===== config.mk =====
export PLATFORM = sky130hd
export DESIGN_NAME = pin_drive_mode_control
export DESIGN_NICKNAME = d
export VERILOG_FILES = /design/src/rtl/pin_ctrl_pkg.sv /design/src/rtl/pin_cfg_if.sv /design/src/rtl/pin_drive_mode_control.sv /design/src/rtl/pad_drive_decode.sv
export SDC_FILE = /design/constraint.sdc
export NUM_CORES = 1
export LEC_CHECK = 0
export BUFFER_PORTS_ARGS = -buffer_cell sky130_fd_sc_hd__buf_2
export CAP_MARGIN = 25
export CORE_MARGIN = 4
export CORE_UTILIZATION = 50
export CTS_BUF_LIST = sky130_fd_sc_hd__clkbuf_4 sky130_fd_sc_hd__clkbuf_8
export DETAILED_ROUTE_END_ITERATION = 8
export GPL_TIMING_DRIVEN = 0
export PLACE_DENSITY_LB_ADDON = 0.15
export SLEW_MARGIN = 30
export SYNTH_ARGS = -nofsm -noshare
export SYNTH_HDL_FRONTEND = slang
export SYNTH_HIERARCHICAL = 1
export SYNTH_SLANG_ARGS = --single-unit
export TNS_END_PERCENT = 10

===== constraint.sdc =====
create_clock -name aclk -period 4.5 [get_ports aclk]
set_clock_uncertainty 0.2 [all_clocks]
set_input_delay 0.45 -clock aclk [delete_from_list [all_inputs] [get_ports aclk]]
set_output_delay 0.45 -clock aclk [all_outputs]
set_load 0.01 [all_outputs]

===== src/rtl/pin_ctrl_pkg.sv =====
// Constants and types for the pin drive-mode control block
package pin_ctrl_pkg;

  localparam int NPINS = 8;
  localparam int NUSB  = 2;
  localparam int DMW   = 3;
  localparam int AW    = 8;

  // Byte addresses of the port-form registers
  localparam logic [AW-1:0] OFF_OUT_DATA  = 8'h00;
  localparam logic [AW-1:0] OFF_PIN_LEVEL = 8'h04;
  localparam logic [AW-1:0] OFF_DM0       = 8'h08;
  localparam logic [AW-1:0] OFF_DM1       = 8'h0C;
  localparam logic [AW-1:0] OFF_DM2       = 8'h10;
  localparam logic [AW-1:0] OFF_BYP_OUT   = 8'h14;
  localparam logic [AW-1:0] OFF_BYP_IN    = 8'h18;
  localparam logic [AW-1:0] OFF_IRQ_RISE  = 8'h1C;
  localparam logic [AW-1:0] OFF_IRQ_FALL  = 8'h20;
  localparam logic [AW-1:0] OFF_IRQ_STAT  = 8'h24;
  localparam logic [AW-1:0] OFF_IRQ_MASK  = 8'h28;
  localparam logic [AW-1:0] OFF_USB_CTRL  = 8'h2C;
  localparam logic [AW-1:0] OFF_RST_DM    = 8'h30;
  localparam logic [AW-1:0] OFF_RST_OUT   = 8'h34;
  localparam logic [AW-1:0] OFF_APPLY     = 8'h38;
  // Pin-form registers: one word per pin from this base
  localparam logic [AW-1:0] OFF_PIN_BASE  = 8'h40;

  // Pin-form field positions
  localparam int PF_OUT  = 0;
  localparam int PF_LVL  = 1;
  localparam int PF_DM   = 2;
  localparam int PF_BYPO = 5;
  localparam int PF_BYPI = 6;
  localparam int PF_RISE = 7;
  localparam int PF_FALL = 8;

  // USB control field positions (pin 6 and pin 7 pairs)
  localparam int UC_DRV   = 0;
  localparam int UC_PULL  = 2;
  localparam int UC_USB   = 5;
  localparam int UC_DATA  = 6;

  localparam logic [1:0] RESP_OKAY   = 2'h0;
  localparam logic [1:0] RESP_SLVERR = 2'h2;

  localparam logic [NPINS*DMW-1:0] DM_RST_VAL   = 24'h000000;
  localparam logic [NPINS-1:0]     BYTE_RST_VAL = 8'h00;

  typedef enum logic [2:0] {
    DM_HIZ_ANALOG = 3'h0,
    DM_HIZ_DIGITAL = 3'h1,
    DM_RES_UP     = 3'h2,
    DM_RES_DOWN   = 3'h3,
    DM_OD_LOW     = 3'h4,
    DM_OD_HIGH    = 3'h5,
    DM_STRONG     = 3'h6,
    DM_RES_UPDOWN = 3'h7
  } drive_select_field_t;

endpackage


===== src/rtl/pin_cfg_if.sv =====
// Per-pin configuration carried from the register file to the pad decoder
`timescale 1ns/100ps
`default_nettype none
interface pin_cfg_if;
  logic [pin_ctrl_pkg::NPINS*pin_ctrl_pkg::DMW-1:0] pin_drive_mode_bits;
  logic [pin_ctrl_pkg::NPINS-1:0]                   drv_value;
  logic [pin_ctrl_pkg::NPINS-1:0]                   usb_pin_drive_enable;
  logic [pin_ctrl_pkg::NPINS-1:0]                   usb_pin_pullup_enable;
  logic                                             usb_mode;
  logic [pin_ctrl_pkg::NPINS-1:0]                   pad_oe;
  logic [pin_ctrl_pkg::NPINS-1:0]                   pad_out;
  logic [pin_ctrl_pkg::NPINS-1:0]                   pad_pu;
  logic [pin_ctrl_pkg::NPINS-1:0]                   pad_pd;
  logic [pin_ctrl_pkg::NPINS-1:0]                   pad_ie;
  modport regs (output pin_drive_mode_bits, drv_value, usb_pin_drive_enable,
                output usb_pin_pullup_enable, usb_mode,
                input  pad_oe, pad_out, pad_pu, pad_pd, pad_ie);
  modport dec  (input  pin_drive_mode_bits, drv_value, usb_pin_drive_enable,
                input  usb_pin_pullup_enable, usb_mode,
                output pad_oe, pad_out, pad_pu, pad_pd, pad_ie);
endinterface
`default_nettype wire


===== src/rtl/pin_drive_mode_control.sv =====
// Port of eight pins: AXI4-Lite registers, sync, edge interrupts, pads
`timescale 1ns/100ps
`default_nettype none
module pin_drive_mode_control (
  // Clock and reset
  input  wire logic        aclk,
  input  wire logic        aresetn,
  // AXI4-Lite write
  input  wire logic [7:0]  s_axi_awaddr,
  input  wire logic        s_axi_awvalid,
  output logic             s_axi_awready,
  input  wire logic [31:0] s_axi_wdata,
  input  wire logic [3:0]  s_axi_wstrb,
  input  wire logic        s_axi_wvalid,
  output logic             s_axi_wready,
  output logic [1:0]       s_axi_bresp,
  output logic             s_axi_bvalid,
  input  wire logic        s_axi_bready,
  // AXI4-Lite read
  input  wire logic [7:0]  s_axi_araddr,
  input  wire logic        s_axi_arvalid,
  output logic             s_axi_arready,
  output logic [31:0]      s_axi_rdata,
  output logic [1:0]       s_axi_rresp,
  output logic             s_axi_rvalid,
  input  wire logic        s_axi_rready,
  // Pads
  input  wire logic [7:0]  pad_in,
  output logic [7:0]       pad_out,
  output logic [7:0]       pad_oe,
  output logic [7:0]       pad_pullup,
  output logic [7:0]       pad_pulldown,
  // Routing fabric
  input  wire logic [7:0]  fabric_out,
  input  wire logic [7:0]  fabric_oe_dummy_unused_n,
  output logic [7:0]       fabric_in,
  // USB engine mode select
  input  wire logic        usb_mode_sel,
  // Port interrupt
  output logic             port_irq
);
  localparam int N = pin_ctrl_pkg::NPINS;

  pin_cfg_if cfg ();
  pad_drive_decode u_dec (.cfg(cfg));

  ////////////////////////////////////////////////////////////////////////////
  // Registers
  logic [N-1:0]   output_write_register_r;
  logic [N-1:0]   dm0_r, dm1_r, dm2_r;
  logic [N-1:0]   byp_out_r, byp_in_r;
  logic [N-1:0]   rise_en_r, fall_en_r;
  logic [N-1:0]   irq_stat_r, irq_mask_r;
  logic [1:0]     usb_drv_r, usb_pull_r, usb_data_r;

  // Programmable reset image
  logic [N*3-1:0] rst_dm_r;
  logic [N-1:0]   rst_out_r;

  // Sampling and edge detect
  logic [N-1:0]   sync1_r, sync2_r, prev_r;
  logic [N-1:0]   pin_level_readback;
  logic [N-1:0]   edge_evt;

  ////////////////////////////////////////////////////////////////////////////
  // AXI4-Lite slave
  logic       aw_hold_r, w_hold_r;
  logic [7:0] aw_addr_r;
  logic [31:0] w_data_r;
  logic [3:0] w_strb_r;
  logic       wr_fire;
  logic       wr_hit;

  // Pending answer stalls both
  assign s_axi_awready = !aw_hold_r && !s_axi_bvalid;
  assign s_axi_wready  = !w_hold_r && !s_axi_bvalid;
  assign wr_fire = aw_hold_r && w_hold_r;

  // Each half waits for the other
  always_ff @(posedge aclk) begin
    if (!aresetn) begin
      aw_hold_r <= 1'b0;
      w_hold_r  <= 1'b0;
      aw_addr_r <= 8'h00;
      w_data_r  <= 32'h00000000;
      w_strb_r  <= 4'h0;
    end else begin
      if (s_axi_awvalid && s_axi_awready) begin
        aw_hold_r <= 1'b1;
        aw_addr_r <= s_axi_awaddr;
      end else if (wr_fire) begin
        aw_hold_r <= 1'b0;
      end
      if (s_axi_wvalid && s_axi_wready) begin
        w_hold_r <= 1'b1;
        w_data_r <= s_axi_wdata;
        w_strb_r <= s_axi_wstrb;
      end else if (wr_fire) begin
        w_hold_r <= 1'b0;
      end
    end
  end

  // Answer stands until bready
  always_ff @(posedge aclk) begin
    if (!aresetn) begin
      s_axi_bvalid <= 1'b0;
      s_axi_bresp  <= pin_ctrl_pkg::RESP_OKAY;
    end else if (wr_fire) begin
      s_axi_bvalid <= 1'b1;
      s_axi_bresp  <= wr_hit ? pin_ctrl_pkg::RESP_OKAY : pin_ctrl_pkg::RESP_SLVERR;
    end else if (s_axi_bready) begin
      s_axi_bvalid <= 1'b0;
    end
  end

  // Port-form bytes use lane 0 only; pin-form and reset-mode words also take upper lanes
  logic       wr_lo;
  logic [7:0] wb;
  logic [2:0] wpin;
  logic       wr_pin;
  assign wr_lo  = wr_fire && w_strb_r[0];
  assign wb     = w_data_r[7:0];
  assign wpin   = aw_addr_r[4:2];
  // Pin-form window
  assign wr_pin = wr_fire && aw_addr_r[7:5] == pin_ctrl_pkg::OFF_PIN_BASE[7:5]
                  && aw_addr_r[1:0] == 2'b00;

  // Mapped and aligned only
  function automatic logic hit(input logic [7:0] a);
    if (a[7:6] == pin_ctrl_pkg::OFF_PIN_BASE[7:6] && a[5] == 1'b0 && a[1:0] == 2'b00) begin
      return 1'b1;
    end else if (a <= pin_ctrl_pkg::OFF_APPLY && a[1:0] == 2'b00) begin
      return 1'b1;
    end else begin
      return 1'b0;
    end
  endfunction
  assign wr_hit = hit(aw_addr_r);

  // Port-form byte or one pin bit
  function automatic logic [N-1:0] upd(input logic [N-1:0] cur, input logic [7:0] ad,
                                       input logic [N-1:0] v, input int fb);
    logic [N-1:0] r;
    r = cur;
    if (wr_lo && aw_addr_r == ad) begin
      r = v;
    end
    if (wr_pin && w_strb_r[fb/8]) begin
      r[wpin] = w_data_r[fb];
    end
    return r;
  endfunction

  ////////////////////////////////////////////////////////////////////////////
  // Configuration; both port and pin forms hit one store
  // Apply loads the reset image
  logic apply_rst;
  assign apply_rst = wr_lo && aw_addr_r == pin_ctrl_pkg::OFF_APPLY && wb[0];

  always_ff @(posedge aclk) begin
    if (!aresetn) begin
      {dm2_r, dm1_r, dm0_r}   <= pin_ctrl_pkg::DM_RST_VAL;
      output_write_register_r <= pin_ctrl_pkg::BYTE_RST_VAL;
    end else if (apply_rst) begin
      for (int i = 0; i < N; i++) begin
        {dm2_r[i], dm1_r[i], dm0_r[i]} <= rst_dm_r[i*3 +: 3];
      end
      output_write_register_r <= rst_out_r;
    end else begin
      output_write_register_r <= upd(output_write_register_r, pin_ctrl_pkg::OFF_OUT_DATA,
                                     wb, pin_ctrl_pkg::PF_OUT);
      dm0_r <= upd(dm0_r, pin_ctrl_pkg::OFF_DM0, wb, pin_ctrl_pkg::PF_DM);
      dm1_r <= upd(dm1_r, pin_ctrl_pkg::OFF_DM1, wb, pin_ctrl_pkg::PF_DM + 1);
      dm2_r <= upd(dm2_r, pin_ctrl_pkg::OFF_DM2, wb, pin_ctrl_pkg::PF_DM + 2);
    end
  end

  // Routing, enables, reset image
  always_ff @(posedge aclk) begin
    if (!aresetn) begin
      byp_out_r <= pin_ctrl_pkg::BYTE_RST_VAL;
      byp_in_r  <= pin_ctrl_pkg::BYTE_RST_VAL;
      rise_en_r <= pin_ctrl_pkg::BYTE_RST_VAL;
      fall_en_r <= pin_ctrl_pkg::BYTE_RST_VAL;
      irq_mask_r <= pin_ctrl_pkg::BYTE_RST_VAL;
      rst_dm_r  <= pin_ctrl_pkg::DM_RST_VAL;
      rst_out_r <= pin_ctrl_pkg::BYTE_RST_VAL;
    end else begin
      byp_out_r <= upd(byp_out_r, pin_ctrl_pkg::OFF_BYP_OUT, wb, pin_ctrl_pkg::PF_BYPO);
      byp_in_r  <= upd(byp_in_r, pin_ctrl_pkg::OFF_BYP_IN, wb, pin_ctrl_pkg::PF_BYPI);
      rise_en_r <= upd(rise_en_r, pin_ctrl_pkg::OFF_IRQ_RISE, wb, pin_ctrl_pkg::PF_RISE);
      fall_en_r <= upd(fall_en_r, pin_ctrl_pkg::OFF_IRQ_FALL, wb, pin_ctrl_pkg::PF_FALL);
      if (wr_lo && aw_addr_r == pin_ctrl_pkg::OFF_IRQ_MASK) begin
        irq_mask_r <= wb;
      end
      if (wr_fire && aw_addr_r == pin_ctrl_pkg::OFF_RST_DM) begin
        rst_dm_r <= w_data_r[N*3-1:0];
      end
      if (wr_lo && aw_addr_r == pin_ctrl_pkg::OFF_RST_OUT) begin
        rst_out_r <= wb;
      end
    end
  end

  // USB pin bits change only through their own register
  always_ff @(posedge aclk) begin
    if (!aresetn) begin
      usb_drv_r  <= 2'h0;
      usb_pull_r <= 2'h0;
      usb_data_r <= 2'h0;
    end else if (wr_lo && aw_addr_r == pin_ctrl_pkg::OFF_USB_CTRL) begin
      usb_drv_r  <= wb[pin_ctrl_pkg::UC_DRV +: 2];
      usb_pull_r <= wb[pin_ctrl_pkg::UC_PULL +: 2];
      usb_data_r <= wb[pin_ctrl_pkg::UC_DATA +: 2];
    end
  end

  ////////////////////////////////////////////////////////////////////////////
  // Input sampling and edge interrupts
  // Two flops against metastability
  always_ff @(posedge aclk) begin
    if (!aresetn) begin
      sync1_r <= 8'h00;
      sync2_r <= 8'h00;
      prev_r  <= 8'h00;
    end else begin
      sync1_r <= pad_in;
      sync2_r <= sync1_r;
      // Gated level: a dead buffer fakes no edge
      prev_r  <= pin_level_readback;
    end
  end

  // Analog mode kills the input buffer of pins 0-5, so their readback sees zero; USB pins keep it on
  assign pin_level_readback = sync2_r & cfg.pad_ie;
  assign fabric_in = pin_level_readback & byp_in_r;
  assign edge_evt = (pin_level_readback & ~prev_r & rise_en_r)
                  | (~pin_level_readback & prev_r & fall_en_r);

  // A same-cycle edge beats the clear
  logic [N-1:0] stat_clr;
  assign stat_clr = (wr_lo && aw_addr_r == pin_ctrl_pkg::OFF_IRQ_STAT) ? wb : 8'h00;

  always_ff @(posedge aclk) begin
    if (!aresetn) begin
      irq_stat_r <= 8'h00;
    end else begin
      irq_stat_r <= (irq_stat_r & ~stat_clr) | edge_evt;
    end
  end

  // Level output
  assign port_irq = |(irq_stat_r & irq_mask_r);

  ////////////////////////////////////////////////////////////////////////////
  // Pad drive
  always_comb begin
    for (int i = 0; i < N; i++) begin
      cfg.pin_drive_mode_bits[i*3 +: 3] = {dm2_r[i], dm1_r[i], dm0_r[i]};
    end
  end
  // USB pins use their own data
  assign cfg.drv_value = (byp_out_r & fabric_out) | (~byp_out_r
                         & {usb_data_r, output_write_register_r[N-3:0]});
  assign cfg.usb_pin_drive_enable  = {usb_drv_r, 6'h00};
  assign cfg.usb_pin_pullup_enable = {usb_pull_r, 6'h00};
  assign cfg.usb_mode              = usb_mode_sel;

  // Pads mirror the decoder
  assign pad_out      = cfg.pad_out;
  assign pad_oe       = cfg.pad_oe;
  assign pad_pullup   = cfg.pad_pu;
  assign pad_pulldown = cfg.pad_pd;

  ////////////////////////////////////////////////////////////////////////////
  // Read path; processor and DMA share it
  logic [31:0] rd_val;
  logic        rd_ok;
  logic [2:0]  rpin;
  assign rpin = s_axi_araddr[4:2];

  // Pin-form words, then port-form
  always_comb begin
    rd_val = 32'h00000000;
    rd_ok  = hit(s_axi_araddr);
    if (s_axi_araddr[7:6] == pin_ctrl_pkg::OFF_PIN_BASE[7:6]) begin
      rd_val[pin_ctrl_pkg::PF_OUT]  = output_write_register_r[rpin];
      rd_val[pin_ctrl_pkg::PF_LVL]  = pin_level_readback[rpin];
      rd_val[pin_ctrl_pkg::PF_DM +: 3] = {dm2_r[rpin], dm1_r[rpin], dm0_r[rpin]};
      rd_val[pin_ctrl_pkg::PF_BYPO] = byp_out_r[rpin];
      rd_val[pin_ctrl_pkg::PF_BYPI] = byp_in_r[rpin];
      rd_val[pin_ctrl_pkg::PF_RISE] = rise_en_r[rpin];
      rd_val[pin_ctrl_pkg::PF_FALL] = fall_en_r[rpin];
    end else if (s_axi_araddr == pin_ctrl_pkg::OFF_OUT_DATA) begin
      rd_val[7:0] = output_write_register_r;
    end else if (s_axi_araddr == pin_ctrl_pkg::OFF_PIN_LEVEL) begin
      rd_val[7:0] = pin_level_readback;
    end else if (s_axi_araddr == pin_ctrl_pkg::OFF_DM0) begin
      rd_val[7:0] = dm0_r;
    end else if (s_axi_araddr == pin_ctrl_pkg::OFF_DM1) begin
      rd_val[7:0] = dm1_r;
    end else if (s_axi_araddr == pin_ctrl_pkg::OFF_DM2) begin
      rd_val[7:0] = dm2_r;
    end else if (s_axi_araddr == pin_ctrl_pkg::OFF_BYP_OUT) begin
      rd_val[7:0] = byp_out_r;
    end else if (s_axi_araddr == pin_ctrl_pkg::OFF_BYP_IN) begin
      rd_val[7:0] = byp_in_r;
    end else if (s_axi_araddr == pin_ctrl_pkg::OFF_IRQ_RISE) begin
      rd_val[7:0] = rise_en_r;
    end else if (s_axi_araddr == pin_ctrl_pkg::OFF_IRQ_FALL) begin
      rd_val[7:0] = fall_en_r;
    end else if (s_axi_araddr == pin_ctrl_pkg::OFF_IRQ_STAT) begin
      rd_val[7:0] = irq_stat_r;
    end else if (s_axi_araddr == pin_ctrl_pkg::OFF_IRQ_MASK) begin
      rd_val[7:0] = irq_mask_r;
    end else if (s_axi_araddr == pin_ctrl_pkg::OFF_USB_CTRL) begin
      rd_val[7:0] = {usb_data_r, usb_mode_sel, 1'b0, usb_pull_r, usb_drv_r};
    end else if (s_axi_araddr == pin_ctrl_pkg::OFF_RST_DM) begin
      rd_val[N*3-1:0] = rst_dm_r;
    end else if (s_axi_araddr == pin_ctrl_pkg::OFF_RST_OUT) begin
      rd_val[7:0] = rst_out_r;
    end
  end

  // One read at a time
  assign s_axi_arready = !s_axi_rvalid;

  always_ff @(posedge aclk) begin
    if (!aresetn) begin
      s_axi_rvalid <= 1'b0;
      s_axi_rdata  <= 32'h00000000;
      s_axi_rresp  <= pin_ctrl_pkg::RESP_OKAY;
    end else if (s_axi_arvalid && s_axi_arready) begin
      s_axi_rvalid <= 1'b1;
      s_axi_rdata  <= rd_ok ? rd_val : 32'h00000000;
      s_axi_rresp  <= rd_ok ? pin_ctrl_pkg::RESP_OKAY : pin_ctrl_pkg::RESP_SLVERR;
    end else if (s_axi_rready) begin
      s_axi_rvalid <= 1'b0;
    end
  end
endmodule
`default_nettype wire


===== src/rtl/pad_drive_decode.sv =====
// Drive-mode decoder: turns mode and data into pad controls
`timescale 1ns/100ps
`default_nettype none
module pad_drive_decode (
  pin_cfg_if.dec cfg
);
  genvar g;
  generate
    for (g = 0; g < pin_ctrl_pkg::NPINS; g++) begin : g_pin
      pin_ctrl_pkg::drive_select_field_t dsel;
      logic d;
      assign dsel = pin_ctrl_pkg::drive_select_field_t'(
                      cfg.pin_drive_mode_bits[g*pin_ctrl_pkg::DMW +: pin_ctrl_pkg::DMW]);
      assign d = cfg.drv_value[g];
      if (g >= pin_ctrl_pkg::NPINS - pin_ctrl_pkg::NUSB) begin : g_usb
        // USB engine owns the pad in USB mode
        always_comb begin
          cfg.pad_oe[g]  = 1'b0;
          cfg.pad_out[g] = 1'b0;
          cfg.pad_pu[g]  = 1'b0;
          cfg.pad_pd[g]  = 1'b0;
          cfg.pad_ie[g]  = 1'b1;
          if (!cfg.usb_mode) begin
            if (!d) begin
              cfg.pad_oe[g] = 1'b1;
            end else if (cfg.usb_pin_drive_enable[g]) begin
              cfg.pad_oe[g]  = 1'b1;
              cfg.pad_out[g] = 1'b1;
            end else begin
              cfg.pad_pu[g] = cfg.usb_pin_pullup_enable[g];
            end
          end
        end
      end else begin : g_gen
        always_comb begin
          cfg.pad_oe[g]  = 1'b0;
          cfg.pad_out[g] = d;
          cfg.pad_pu[g]  = 1'b0;
          cfg.pad_pd[g]  = 1'b0;
          cfg.pad_ie[g]  = (dsel != pin_ctrl_pkg::DM_HIZ_ANALOG);
          case (dsel)
            pin_ctrl_pkg::DM_RES_UP: begin
              cfg.pad_oe[g] = ~d;
              cfg.pad_pu[g] = d;
            end
            pin_ctrl_pkg::DM_RES_DOWN: begin
              cfg.pad_oe[g] = d;
              cfg.pad_pd[g] = ~d;
            end
            pin_ctrl_pkg::DM_OD_LOW:   cfg.pad_oe[g] = ~d;
            pin_ctrl_pkg::DM_OD_HIGH:  cfg.pad_oe[g] = d;
            pin_ctrl_pkg::DM_STRONG:   cfg.pad_oe[g] = 1'b1;
            pin_ctrl_pkg::DM_RES_UPDOWN: begin
              cfg.pad_pu[g] = d;
              cfg.pad_pd[g] = ~d;
            end
            default: cfg.pad_oe[g] = 1'b0;
          endcase
        end
      end
    end
  endgenerate
endmodule
`default_nettype wire


* Word-level counts from Yosys, hierarchy flattened
Index checks and enable logic that the tools add are counted.
** Word-level totals
- Word-level logic and storage cells :: 337
- Register bits after elaboration :: 216
** Operators by class
- Bitwise logic cells :: 25
- Mux-type cells :: 138
- Magnitude comparators :: 5
- Reduce and logical (&&, ||, !) cells :: 76
- Eq/ne operators :: 65
** Operators with widths (count)
- $mux W8 :: 47
- $mux W16 :: 13
- $eq A8 B6 Y1 const B :: 13
- $and A8 B8 Y8 :: 10
- $eq A3 B3 Y1 const B :: 24
- $bwmux W8 :: 8
- $eq A8 B5 Y1 const B :: 8
- $mux W1 :: 49
- $reduce_or A2 Y1 :: 24
- $eq A3 B2 Y1 const B :: 13
- $logic_and A1 B1 Y1 :: 33
- $eq A8 B4 Y1 const B :: 4
- $not A8 Y8 :: 4
- $bmux W1 S3 :: 9
- $mux W24 :: 1
- $or A8 B8 Y8 :: 3
- $pmux W1 S3 :: 6
- $reduce_bool A3 Y1 :: 6
- $le A8 B6 Y1 const B :: 2
- $logic_not A8 Y1 :: 2
- $mux W15 :: 1
- $mux W9 :: 1
- $eq A8 B3 Y1 const B :: 1
- $lt A3 B4 Y1 const B :: 2
- 9 further kinds :: 25

* Logic depth before layout (Yosys ltp)
Gate-level depths: netlist (run 1).
- Depth after elaboration :: 17
- Depth in mapped cells :: 9
- Gate-level depth less buffers :: 6

* Modules after synthesis
Netlist (run 1), hierarchy kept.
** By module, submodules not included
- pin_drive_mode_control :: seq. area each 4124.0 um^2, area each 10882.9 um^2, instances 1, cells an instance 1317
- pad_drive_decode :: seq. area each 0.0 um^2, area each 488.0 um^2, instances 1, cells an instance 74

* Worst setup path before layout (run 1)
Ideal clock, no wire load.
- Path type :: input-to-reg
- Start point :: input s_axi_araddr[3]
- End point :: register s_axi_rdata[1]
- Cell stages on the path :: 6
- Slack :: 2235 ps
- Data arrival time :: 1928 ps
- Path buffers :: 1
- Cells stage by stage :: buf_4 > or4b_4 > or3_1 > o311a_1 > a221oi_2 > a221oi_2
** Between the ends
- Word-level cells in the longest chain between the ends :: 17
- Elaborated cells between the ends (all ways) :: 36
- Classes of those cells :: 1 x order compare; 13 x eq/ne; 20 x mux; 2 x reduce/logical
** Ends and longest elaborated chain
- start: declaration :: RTL line pin_drive_mode_control.sv:20 : input wire logic [7:0] s_axi_araddr,
- $eq A8 B6 Y1 :: RTL line pin_drive_mode_control.sv:321 : end else if (s_axi_araddr == pin_ctrl_pkg::OFF_RST_OUT) begin
- $mux W8 :: RTL line pin_drive_mode_control.sv:321
- $mux W8 :: RTL line pin_drive_mode_control.sv:319 : end else if (s_axi_araddr == pin_ctrl_pkg::OFF_RST_DM) begin
- $mux W8 :: RTL line pin_drive_mode_control.sv:317 : end else if (s_axi_araddr == pin_ctrl_pkg::OFF_USB_CTRL) begin
- $mux W8 :: RTL line pin_drive_mode_control.sv:315 : end else if (s_axi_araddr == pin_ctrl_pkg::OFF_IRQ_MASK) begin
- $mux W8 :: RTL line pin_drive_mode_control.sv:313 : end else if (s_axi_araddr == pin_ctrl_pkg::OFF_IRQ_STAT) begin
- $mux W8 :: RTL line pin_drive_mode_control.sv:311 : end else if (s_axi_araddr == pin_ctrl_pkg::OFF_IRQ_FALL) begin
- $mux W8 :: RTL line pin_drive_mode_control.sv:309 : end else if (s_axi_araddr == pin_ctrl_pkg::OFF_IRQ_RISE) begin
- $mux W8 :: RTL line pin_drive_mode_control.sv:307 : end else if (s_axi_araddr == pin_ctrl_pkg::OFF_BYP_IN) begin
- $mux W8 :: RTL line pin_drive_mode_control.sv:305 : end else if (s_axi_araddr == pin_ctrl_pkg::OFF_BYP_OUT) begin
- $mux W8 :: RTL line pin_drive_mode_control.sv:303 : end else if (s_axi_araddr == pin_ctrl_pkg::OFF_DM2) begin
- $mux W8 :: RTL line pin_drive_mode_control.sv:301 : end else if (s_axi_araddr == pin_ctrl_pkg::OFF_DM1) begin
- $mux W8 :: RTL line pin_drive_mode_control.sv:299 : end else if (s_axi_araddr == pin_ctrl_pkg::OFF_DM0) begin
- $mux W8 :: RTL line pin_drive_mode_control.sv:297 : end else if (s_axi_araddr == pin_ctrl_pkg::OFF_PIN_LEVEL) begin
- $mux W8 :: RTL line pin_drive_mode_control.sv:295 : end else if (s_axi_araddr == pin_ctrl_pkg::OFF_OUT_DATA) begin
- $mux W9 :: RTL line pin_drive_mode_control.sv:287 : if (s_axi_araddr[7:6] == pin_ctrl_pkg::OFF_PIN_BASE[7:6]) begin
- $mux W24 (*) :: RTL line pin_drive_mode_control.sv:336 : s_axi_rdata <= rd_ok ? rd_val : 32'h00000000;
- end signal: assignment :: RTL line pin_drive_mode_control.sv:336
- end: declaration :: RTL line pin_drive_mode_control.sv:23 : output logic [31:0] s_axi_rdata,
Every way passes the cells marked *; elsewhere a longest branch is shown, timed or not. The select of a mux whose other input is x is not followed.
A chain may end at the register's enable or synchronous reset.

* Worst setup path after layout (run 1)
- Start point :: register w_strb_r[0]
- End point :: register dm1_r[2]
** Between the ends
- Word-level cells in the longest chain between the ends :: 8
- Elaborated cells between the ends (all ways) :: 11
- Classes of those cells :: 6 x mux; 5 x reduce/logical
** Ends and longest elaborated chain
- start: declaration :: RTL line pin_drive_mode_control.sv:70 : logic [3:0] w_strb_r;
- start signal: assignment :: RTL line pin_drive_mode_control.sv:97 : w_strb_r <= s_axi_wstrb;
- $logic_and A1 B1 Y1 :: RTL line pin_drive_mode_control.sv:122 : assign wr_lo = wr_fire && w_strb_r[0];
- $logic_and A1 B1 Y1 :: RTL line pin_drive_mode_control.sv:146 : if (wr_lo && aw_addr_r == ad) begin
- $mux W8 :: RTL line pin_drive_mode_control.sv:146
- $mux W8 :: RTL line pin_drive_mode_control.sv:165 : end else if (apply_rst) begin
- $mux W8 :: RTL line pin_drive_mode_control.sv:162 : if (!aresetn) begin
- $bwmux W8 :: RTL line pin_drive_mode_control.sv:150 : r[wpin] = w_data_r[fb];
- $mux W8 :: RTL line pin_drive_mode_control.sv:149 : if (wr_pin && w_strb_r[fb/8]) begin
- $mux W8 (*) :: RTL line pin_drive_mode_control.sv:165
- end signal: assignment :: RTL line pin_drive_mode_control.sv:163 : {dm2_r, dm1_r, dm0_r} <= pin_ctrl_pkg::DM_RST_VAL;
- end signal: indexed assignment :: RTL line pin_drive_mode_control.sv:167 : {dm2_r[i], dm1_r[i], dm0_r[i]} <= rst_dm_r[i*3 +: 3];
- end signal: assignment :: RTL line pin_drive_mode_control.sv:174 : dm1_r <= upd(dm1_r, pin_ctrl_pkg::OFF_DM1, wb, pin_ctrl_pkg::PF_DM + 1);
- end: declaration :: RTL line pin_drive_mode_control.sv:50 : logic [N-1:0] dm0_r, dm1_r, dm2_r;
Marked as above.

==> results of run 1 <==
power breakdown:
part	internal, mW	switching (mW)	total [mW]
logic	0.149	0.306	0.454
clock network	1.11	0.867	1.97
registers	1.86	0.0253	1.88
total	3.11	1.20	4.31
through the flow:
step | instances | util | power, mW | worst slack [ns] | hold slack (ns)
after global routing | 1927 | 0.620 | 4.44 | 1.33 | 0.203
after detailed placement | 1815 | 0.563 | 2.33 | 1.28 | 0.220
after global placement | 1815 | 0.563 | 2.32 | 1.18 | 0.216
final | 1927 | 0.620 | 4.31 | 1.51 | 0.176
after CTS | 1927 | 0.620 | 4.30 | 1.60 | 0.157
after floorplan | 1402 | - | 2.16 | 2.24 | 0.212
critical path, cell delays in order (launching register included):
cell,delay (ns)
dfxtp_1,0.30
clkbuf_1,0.41
nand2b_1,0.10
nor4_1,0.70
buf_2,0.36
nand2_1,0.17
clkbuf_1,0.31
o21ai_0,0.21
o21ai_0,0.10
path summary, 6_finish.rpt:
kind	start	endpoint	slack, ns	depth (start not counted)
setup / recovery	w_strb_r[0]	dm1_r[2]	1.51	8
hold / removal	s_axi_awvalid	aw_hold_r	0.18	3
setup reg to reg	w_strb_r[0]	dm1_r[2]	1.51	8
hold reg to reg	sync1_r[6]	sync2_r[6]	0.23	1
sequential cells by signal, summed over array words and instances, names as in the netlist, 2 cells and up:
signal and flops:
dm0_r 8, sync1_r 8, prev_r 8, rise_en_r 8
irq_mask_r 8, dm2_r 8, w_data_r 24, usb_data_r 2
dm1_r 8, sync2_r 8, aw_addr_r 8, usb_pull_r 2
byp_out_r 8, s_axi_rdata 24, output_write_register_r 8, byp_in_r 8
usb_drv_r 2, rst_dm_r 24, fall_en_r 8, rst_out_r 8
w_strb_r 2, irq_stat_r 8
synth_stat cells (all sizes together) (8+ instances only):
| cell type | number | share of area |
|---|---|---|
| or3 | 9 | 0.0050 |
| nor3b | 11 | 0.0073 |
| mux2i | 61 | 0.054 |
| clkbuf | 62 | 0.020 |
| a32oi | 8 | 0.0062 |
| and3 | 15 | 0.0083 |
| o311a | 11 | 0.0097 |
| a21oi | 124 | 0.055 |
| a22o | 9 | 0.0069 |
| nand4 | 20 | 0.014 |
| dfxtp | 206 | 0.36 |
| inv | 15 | 0.0050 |
| nor2b | 12 | 0.0066 |
| mux4 | 19 | 0.038 |
| a211oi | 25 | 0.017 |
| o21ai | 69 | 0.030 |
| nand3 | 42 | 0.018 |
| nand2b | 17 | 0.0094 |
| nand2 | 242 | 0.080 |
| mux2 | 26 | 0.026 |
| a31oi | 11 | 0.0066 |
| o211a | 8 | 0.0070 |
| a32o | 8 | 0.0070 |
| buf | 66 | 0.034 |
| a22oi | 24 | 0.016 |
| nor3 | 9 | 0.0040 |
| o211ai | 13 | 0.0086 |
| and2 | 29 | 0.016 |
| nor2 | 115 | 0.039 |
layer usage:
| layer | track usage | vias up | wire length (um) |
|---|---|---|---|
| met5 | 0 | - | 0 |
| met4 | 0.253 | 0 | 3970 |
| met3 | 0.0759 | 213 | 4850 |
| met2 | 0.585 | 854 | 21500 |
| met1 | 0.483 | 5704 | 19200 |
| li1 | - | 5460 | - |
cell families (layout without fill, tap and decap cells):
family,Yosys count,in the layout
flip-flops,206,206
multiplexers,106,106
XOR/XNOR,6,6
other,3,14
buffers and inverters,143,388
AND/OR/NAND/NOR,560,560
AO/OA/AOI/OAI,367,367
final cells by class:
cell class              count  area [um^2]  area share
plain buffers             128          623      0.0455
clock buffers              58          729      0.0532
clock inverters            10          100     0.00730
inverters                  15         56.3     0.00411
multi-input cells        1053         6620       0.483
flip-flops and latches    206         4120       0.301
well taps                 280          350      0.0256
repair buffers            177         1110      0.0807
layout by cell type, fill, tap and decap left out, types with 17 or more instances in the layout:
cell type / n
a211oi_1: 25
a21oi_1: 124
a22oi_1: 24
and2_1: 29
buf_2: 172
buf_4: 23
clkbuf_1: 62
clkbuf_8: 47
dfxtp_1: 206
dlygate4sd3_1: 44
mux2_2: 26
mux2i_1: 61
mux4_2: 19
nand2_1: 242
nand2b_1: 17
nand3_1: 42
nor2_1: 114
o21ai_0: 67
==> impl_metrics.py, run 1 <==
metrics = {
    "final_layout": {
        "area_growth_pct": 20.5,
        "insertedDiodeCount": 0,
        "finalInstanceArea_um2": 13700,
        "num-fill-cells": 1986,
        "drive_gt1_frac": 0.205,
        "nNetsFinal": 1702,
    },
    "yosys": {
        "syn_area_um2": 11400,
        "synth_xor_xnor_area_share": 0.00462,
        "synth_compound_area_frac": 0.213,
        "ys.flop_type": "dfxtp_1",
        "ys_warn_count": 6,
        "synth-edff-count": 0,
        "ys_seq_area_frac": 0.363,
        "synth.distinct_cells": 79,
        "async_flop_share": 0,
        "synth_top_family_by_area": "simple AND/OR/NAND/NOR gates",
        "synthSimpleGateAreaFrac": 0.242,
        "synth_area_per_cell_um2": 8.17,
        "ys_ff_latch": 206,
        "syn_inst": 1391,
        "muxShareOfSynthArea": 0.117,
        "synthAdderAreaFrac": 0,
    },
    "grt": {
        "track_usage": 0.379,
        "antenna_found_initial": 0,
        "grt_pass1_wl_um": 74400,
        "grt_max_degree": 12,
        "grt_overflow_total": 0,
        "grt_pass1_vias": 11800,
    },
    "timing": {
        "fin_crit_sh": 0.665,
        "setup_violations": 0,
        "timing_hold_violations_final": 0,
        "min_period_ns": 2.99,
        "slew_headroom": 0.276,
        "drv_slew": 0,
        "worst_pin_slew_ns": 1.08,
        "fmax_mhz": 334,
        "rsz0062_at_grt": "no",
        "fin_setup_tns_ns": 0,
    },
    "clock_tree": {
        "clk-insertion-delay-late_ns": 0.57,
        "cts_tree": "built",
        "post_cts_buffers": 0,
        "clk_pin_slew_ns": 0.06,
        "clock-sinks": 206,
        "cts_buffer_depth": 3,
        "h-tree-depth": 2,
        "postCtsResizedCells": 0,
        "cts_hold_buffers": 44,
        "cts_buffers": 37,
        "root_buffer": "clkbuf_8",
    },
    "detailed_routing": {
        "wl_per_cell_um": 25.7,
        "wl_um": 49600,
        "dr.pass1.iters": 6,
        "viasPerCell": 6.35,
        "vias": 12200,
        "antenna_left": 0,
        "drc_errors": 0,
        "drtIter0Drc": 1365,
    },
    "power": {
        "max-vdd-ir-drop_mv": 0.268,
        "power_leakage_nw": 5.56,
        "power.density_nw_per_um2": 314,
    },
    "die": {
        "num_rows": 54,
        "die-area_um2": 25200,
        "fp.dieH_um": 159,
        "core_um2": 22100,
        "io_pins": 166,
        "start_util": 0.515,
        "dieWidth_um": 159,
    },
    "setup_path": {
        "critPathKind": "reg -> reg",
        "critPathCaptureType": "flop",
        "cp_max_fo": 10,
        "required_ns": 4.73,
        "arrival_ns": 3.22,
        "startpoint_type": "flop",
    },
    "place": {
        "port_buffers": 133,
        "placed_area_um2": 12400,
        "hpwlAfterDp_um": 37100,
        "gp_congestion": 1.09,
    },
    "flow_run": {
        "maxCapViolCount": 0,
    },
    "min_path": {
        "hold_class": "in -> reg",
    },
    "run_status": {
        "status": "completed",
    },
}
No activity file was read; power rests on OpenSTA's default activity.
==> run 2, diff against run 1 <==
ABC_AREA = 1   (was unset)
clock period = 2.42 ns   (was 4.5 ns; I/O delays follow)
==> impl_metrics.py, run 2 <==
metrics = {
    "run_status": {
        "status": "completed",
    },
    "grt": {
        "grt_overflow_total": 0,
        "antenna_found_initial": 0,
        "track_usage": 0.357,
        "grt_max_degree": 11,
        "grt_pass1_wl_um": 65900,
        "grt_pass1_vias": 11300,
    },
    "power": {
        "power_leakage_nw": 5.53,
        "power_mw": 7.83,
        "power.density_nw_per_um2": 600,
        "max-vdd-ir-drop_mv": 0.444,
    },
    "clock_tree": {
        "clk_pin_slew_ns": 0.06,
        "h-tree-depth": 2,
        "root_buffer": "clkbuf_8",
        "cts_buffer_depth": 3,
        "clock-sinks": 206,
        "cts_tree": "built",
        "cts_buffers": 37,
        "clk-insertion-delay-late_ns": 0.55,
    },
    "yosys": {
        "async_flop_share": 0,
        "ys_top_cells_by_area": "dfxtp_1 (39%), nand2_1 (10%), o21ai_0 (10%)",
        "synth_top_area_frac": 0.395,
        "synth-edff-count": 0,
        "ys_warn_count": 6,
        "synth.distinct_cells": 40,
        "synth_commonest_cells": "nand2_1 (290), o21ai_0 (214), dfxtp_1 (206), nor2_1 (205), a21oi_1 (172)",
        "synth_area_per_cell_um2": 6.62,
        "ys_seq_area_frac": 0.395,
        "syn_area_um2": 10400,
        "syn_inst": 1578,
        "ys.flop_type": "dfxtp_1",
        "synth_area_leader_cell": "dfxtp_1",
        "synth_most_common_cell": "nand2_1",
        "ys_ff_latch": 206,
    },
    "setup_path": {
        "rr_worst_depth": 6,
        "critPathCaptureType": "output pin",
        "crit_slowest_cell": "dfxtp_1",
        "required_ns": 1.98,
        "cp_max_fo": 7,
        "arrival_ns": 1.94,
        "rrSetupSlack_ns": 0.09,
        "critPathKind": "reg -> out",
        "crit_chain": "nor2_1 > nand2_1 > nand2_1 > nor2_1 > buf_2",
        "r2r-start": "w_data_r[3]",
        "startpoint_type": "flop",
        "r2r-end": "output_write_register_r[3]",
        "startpoint": "dm2_r[5]",
        "critical-path-max-stage-delay_ns": 0.55,
        "crit_end": "fabric_in[5]",
    },
    "final_layout": {
        "drive_gt1_frac": 0.177,
        "final_cell_mix": "nand2_1 (285), o21ai_0 (206), dfxtp_1 (205)",
        "insertedDiodeCount": 0,
        "regArea_um2": 4130,
        "num-fill-cells": 1892,
        "top_regs": "rst_dm_r (24), s_axi_rdata (24), w_data_r (24)",
        "nNetsFinal": 1910,
        "area_growth_pct": 25.0,
        "multiInputGateArea_um2": 5430,
        "final_common_cell": "nand2_1",
    },
    "detailed_routing": {
        "drtIter0Drc": 1524,
        "wl_um": 43500,
        "vias": 12400,
        "antenna_left": 0,
        "dr.pass1.iters": 6,
        "wl_per_cell_um": 20.5,
        "viasPerCell": 5.82,
        "drc_errors": 0,
    },
    "timing": {
        "fin_setup_tns_ns": 0,
        "fin_crit_sh": 0.983,
        "min_period_ns": 2.38,
        "setup_violations": 0,
        "rsz0062_at_grt": "yes",
        "slew_headroom": 0.373,
        "drv_slew": 0,
        "fmax_mhz": 420,
        "hold-worst-slack_ns": 0.113,
        "timing_hold_violations_final": 0,
        "worst_pin_slew_ns": 0.940,
    },
    "flow_run": {
        "maxCapViolCount": 0,
    },
    "min_path": {
        "hold_class": "in -> reg",
    },
    "place": {
        "hpwlAfterDp_um": 31600,
        "gp_congestion": 1.03,
        "port_buffers": 134,
    },
    "die": {
        "io_pins": 166,
        "num_rows": 52,
        "start_util": 0.513,
        "dieWidth_um": 153,
        "die-area_um2": 23300,
        "core_um2": 20400,
        "fp.dieH_um": 153,
    },
}
-- run 2: how the worst min path moves through the flow --
| stage | slack [ns] | from | cells after the start | endpoint |
|---|---|---|---|---|
| finish | 0.11 | s_axi_wvalid | 4 | w_data_r[1] |
| global route | 0.17 | s_axi_wvalid | 4 | w_data_r[0] |
| CTS | 0.03 | s_axi_wvalid | 4 | w_data_r[0] |
| detailed placement | 0.20 | sync1_r[4] | 2 | sync2_r[4] |
| global placement | 0.20 | sync1_r[6] | 2 | sync2_r[6] |
| floorplan | 0.14 | pad_in[0] | 2 | sync1_r[0] |
-- run 2: layout make-up --
class,instances,area share
multi-input cells,1131,0.416
flip-flops and latches,206,0.316
repair buffers,198,0.0993
clock buffers,60,0.0561
inverters,156,0.0475
plain buffers,95,0.0355
well taps,270,0.0259
clock inverters,6,0.00326
repair inverters,1,0.000383
-- run 2: logic make-up (layout without fill, tap and decap cells) --
family          after synthesis  in the layout  synth area share
simple gates                625            625             0.248
flops                       206            206             0.395
other cells                   3             14           0.00108
mux                           1              1           0.00108
compound gates              491            491             0.255
buf+inv                     252            516            0.0998
-- run 2: repair_timing --
action | in CTS | in global routing
cloned | 0 | 1
endpoints found under the setup margin | 55 | 113
hold buffers | 53 | 0
buffers inserted | 0 | 11
endpoints found under the hold margin | 47 | 0
pin swaps | 0 | 6
gates resized for setup | 13 | 53
-- run 2: power breakdown --
part	internal, mW	switching [mW]
Sequential	3.47	0.0665
Clock	1.93	1.54
Combinational	0.267	0.565
-- run 2: routing by layer --
metal,routed length (um),GRT usage,vias to the layer above,share of wire
li1,-,-,5744,-
met1,17300,0.476,5690,0.40
met2,19300,0.570,789,0.44
met3,4900,0.0659,137,0.11
met4,2000,0.154,0,0.046
met5,0,0,-,0
-- run 2: per-stage QoR --
stage	utilization	setup WS, ns	std cells	area [um^2]
5_1_grt	0.641	-0.00925	2123	13100
6_report	0.641	0.0414	2123	13100
3_3_place_gp	0.564	-0.262	1993	11500
2_1_floorplan	-	0.468	1589	10500
3_5_place_dp	0.564	-0.213	1993	11500
4_1_cts	0.630	-0.0590	2111	12800
-- run 2: critical path, delay by kind of cell, from the launching register on --
kind	cells	cell delay (ns)
buffers and inverters	1	0.16
flip-flops	1	0.55
AND/OR/NAND/NOR	4	0.67
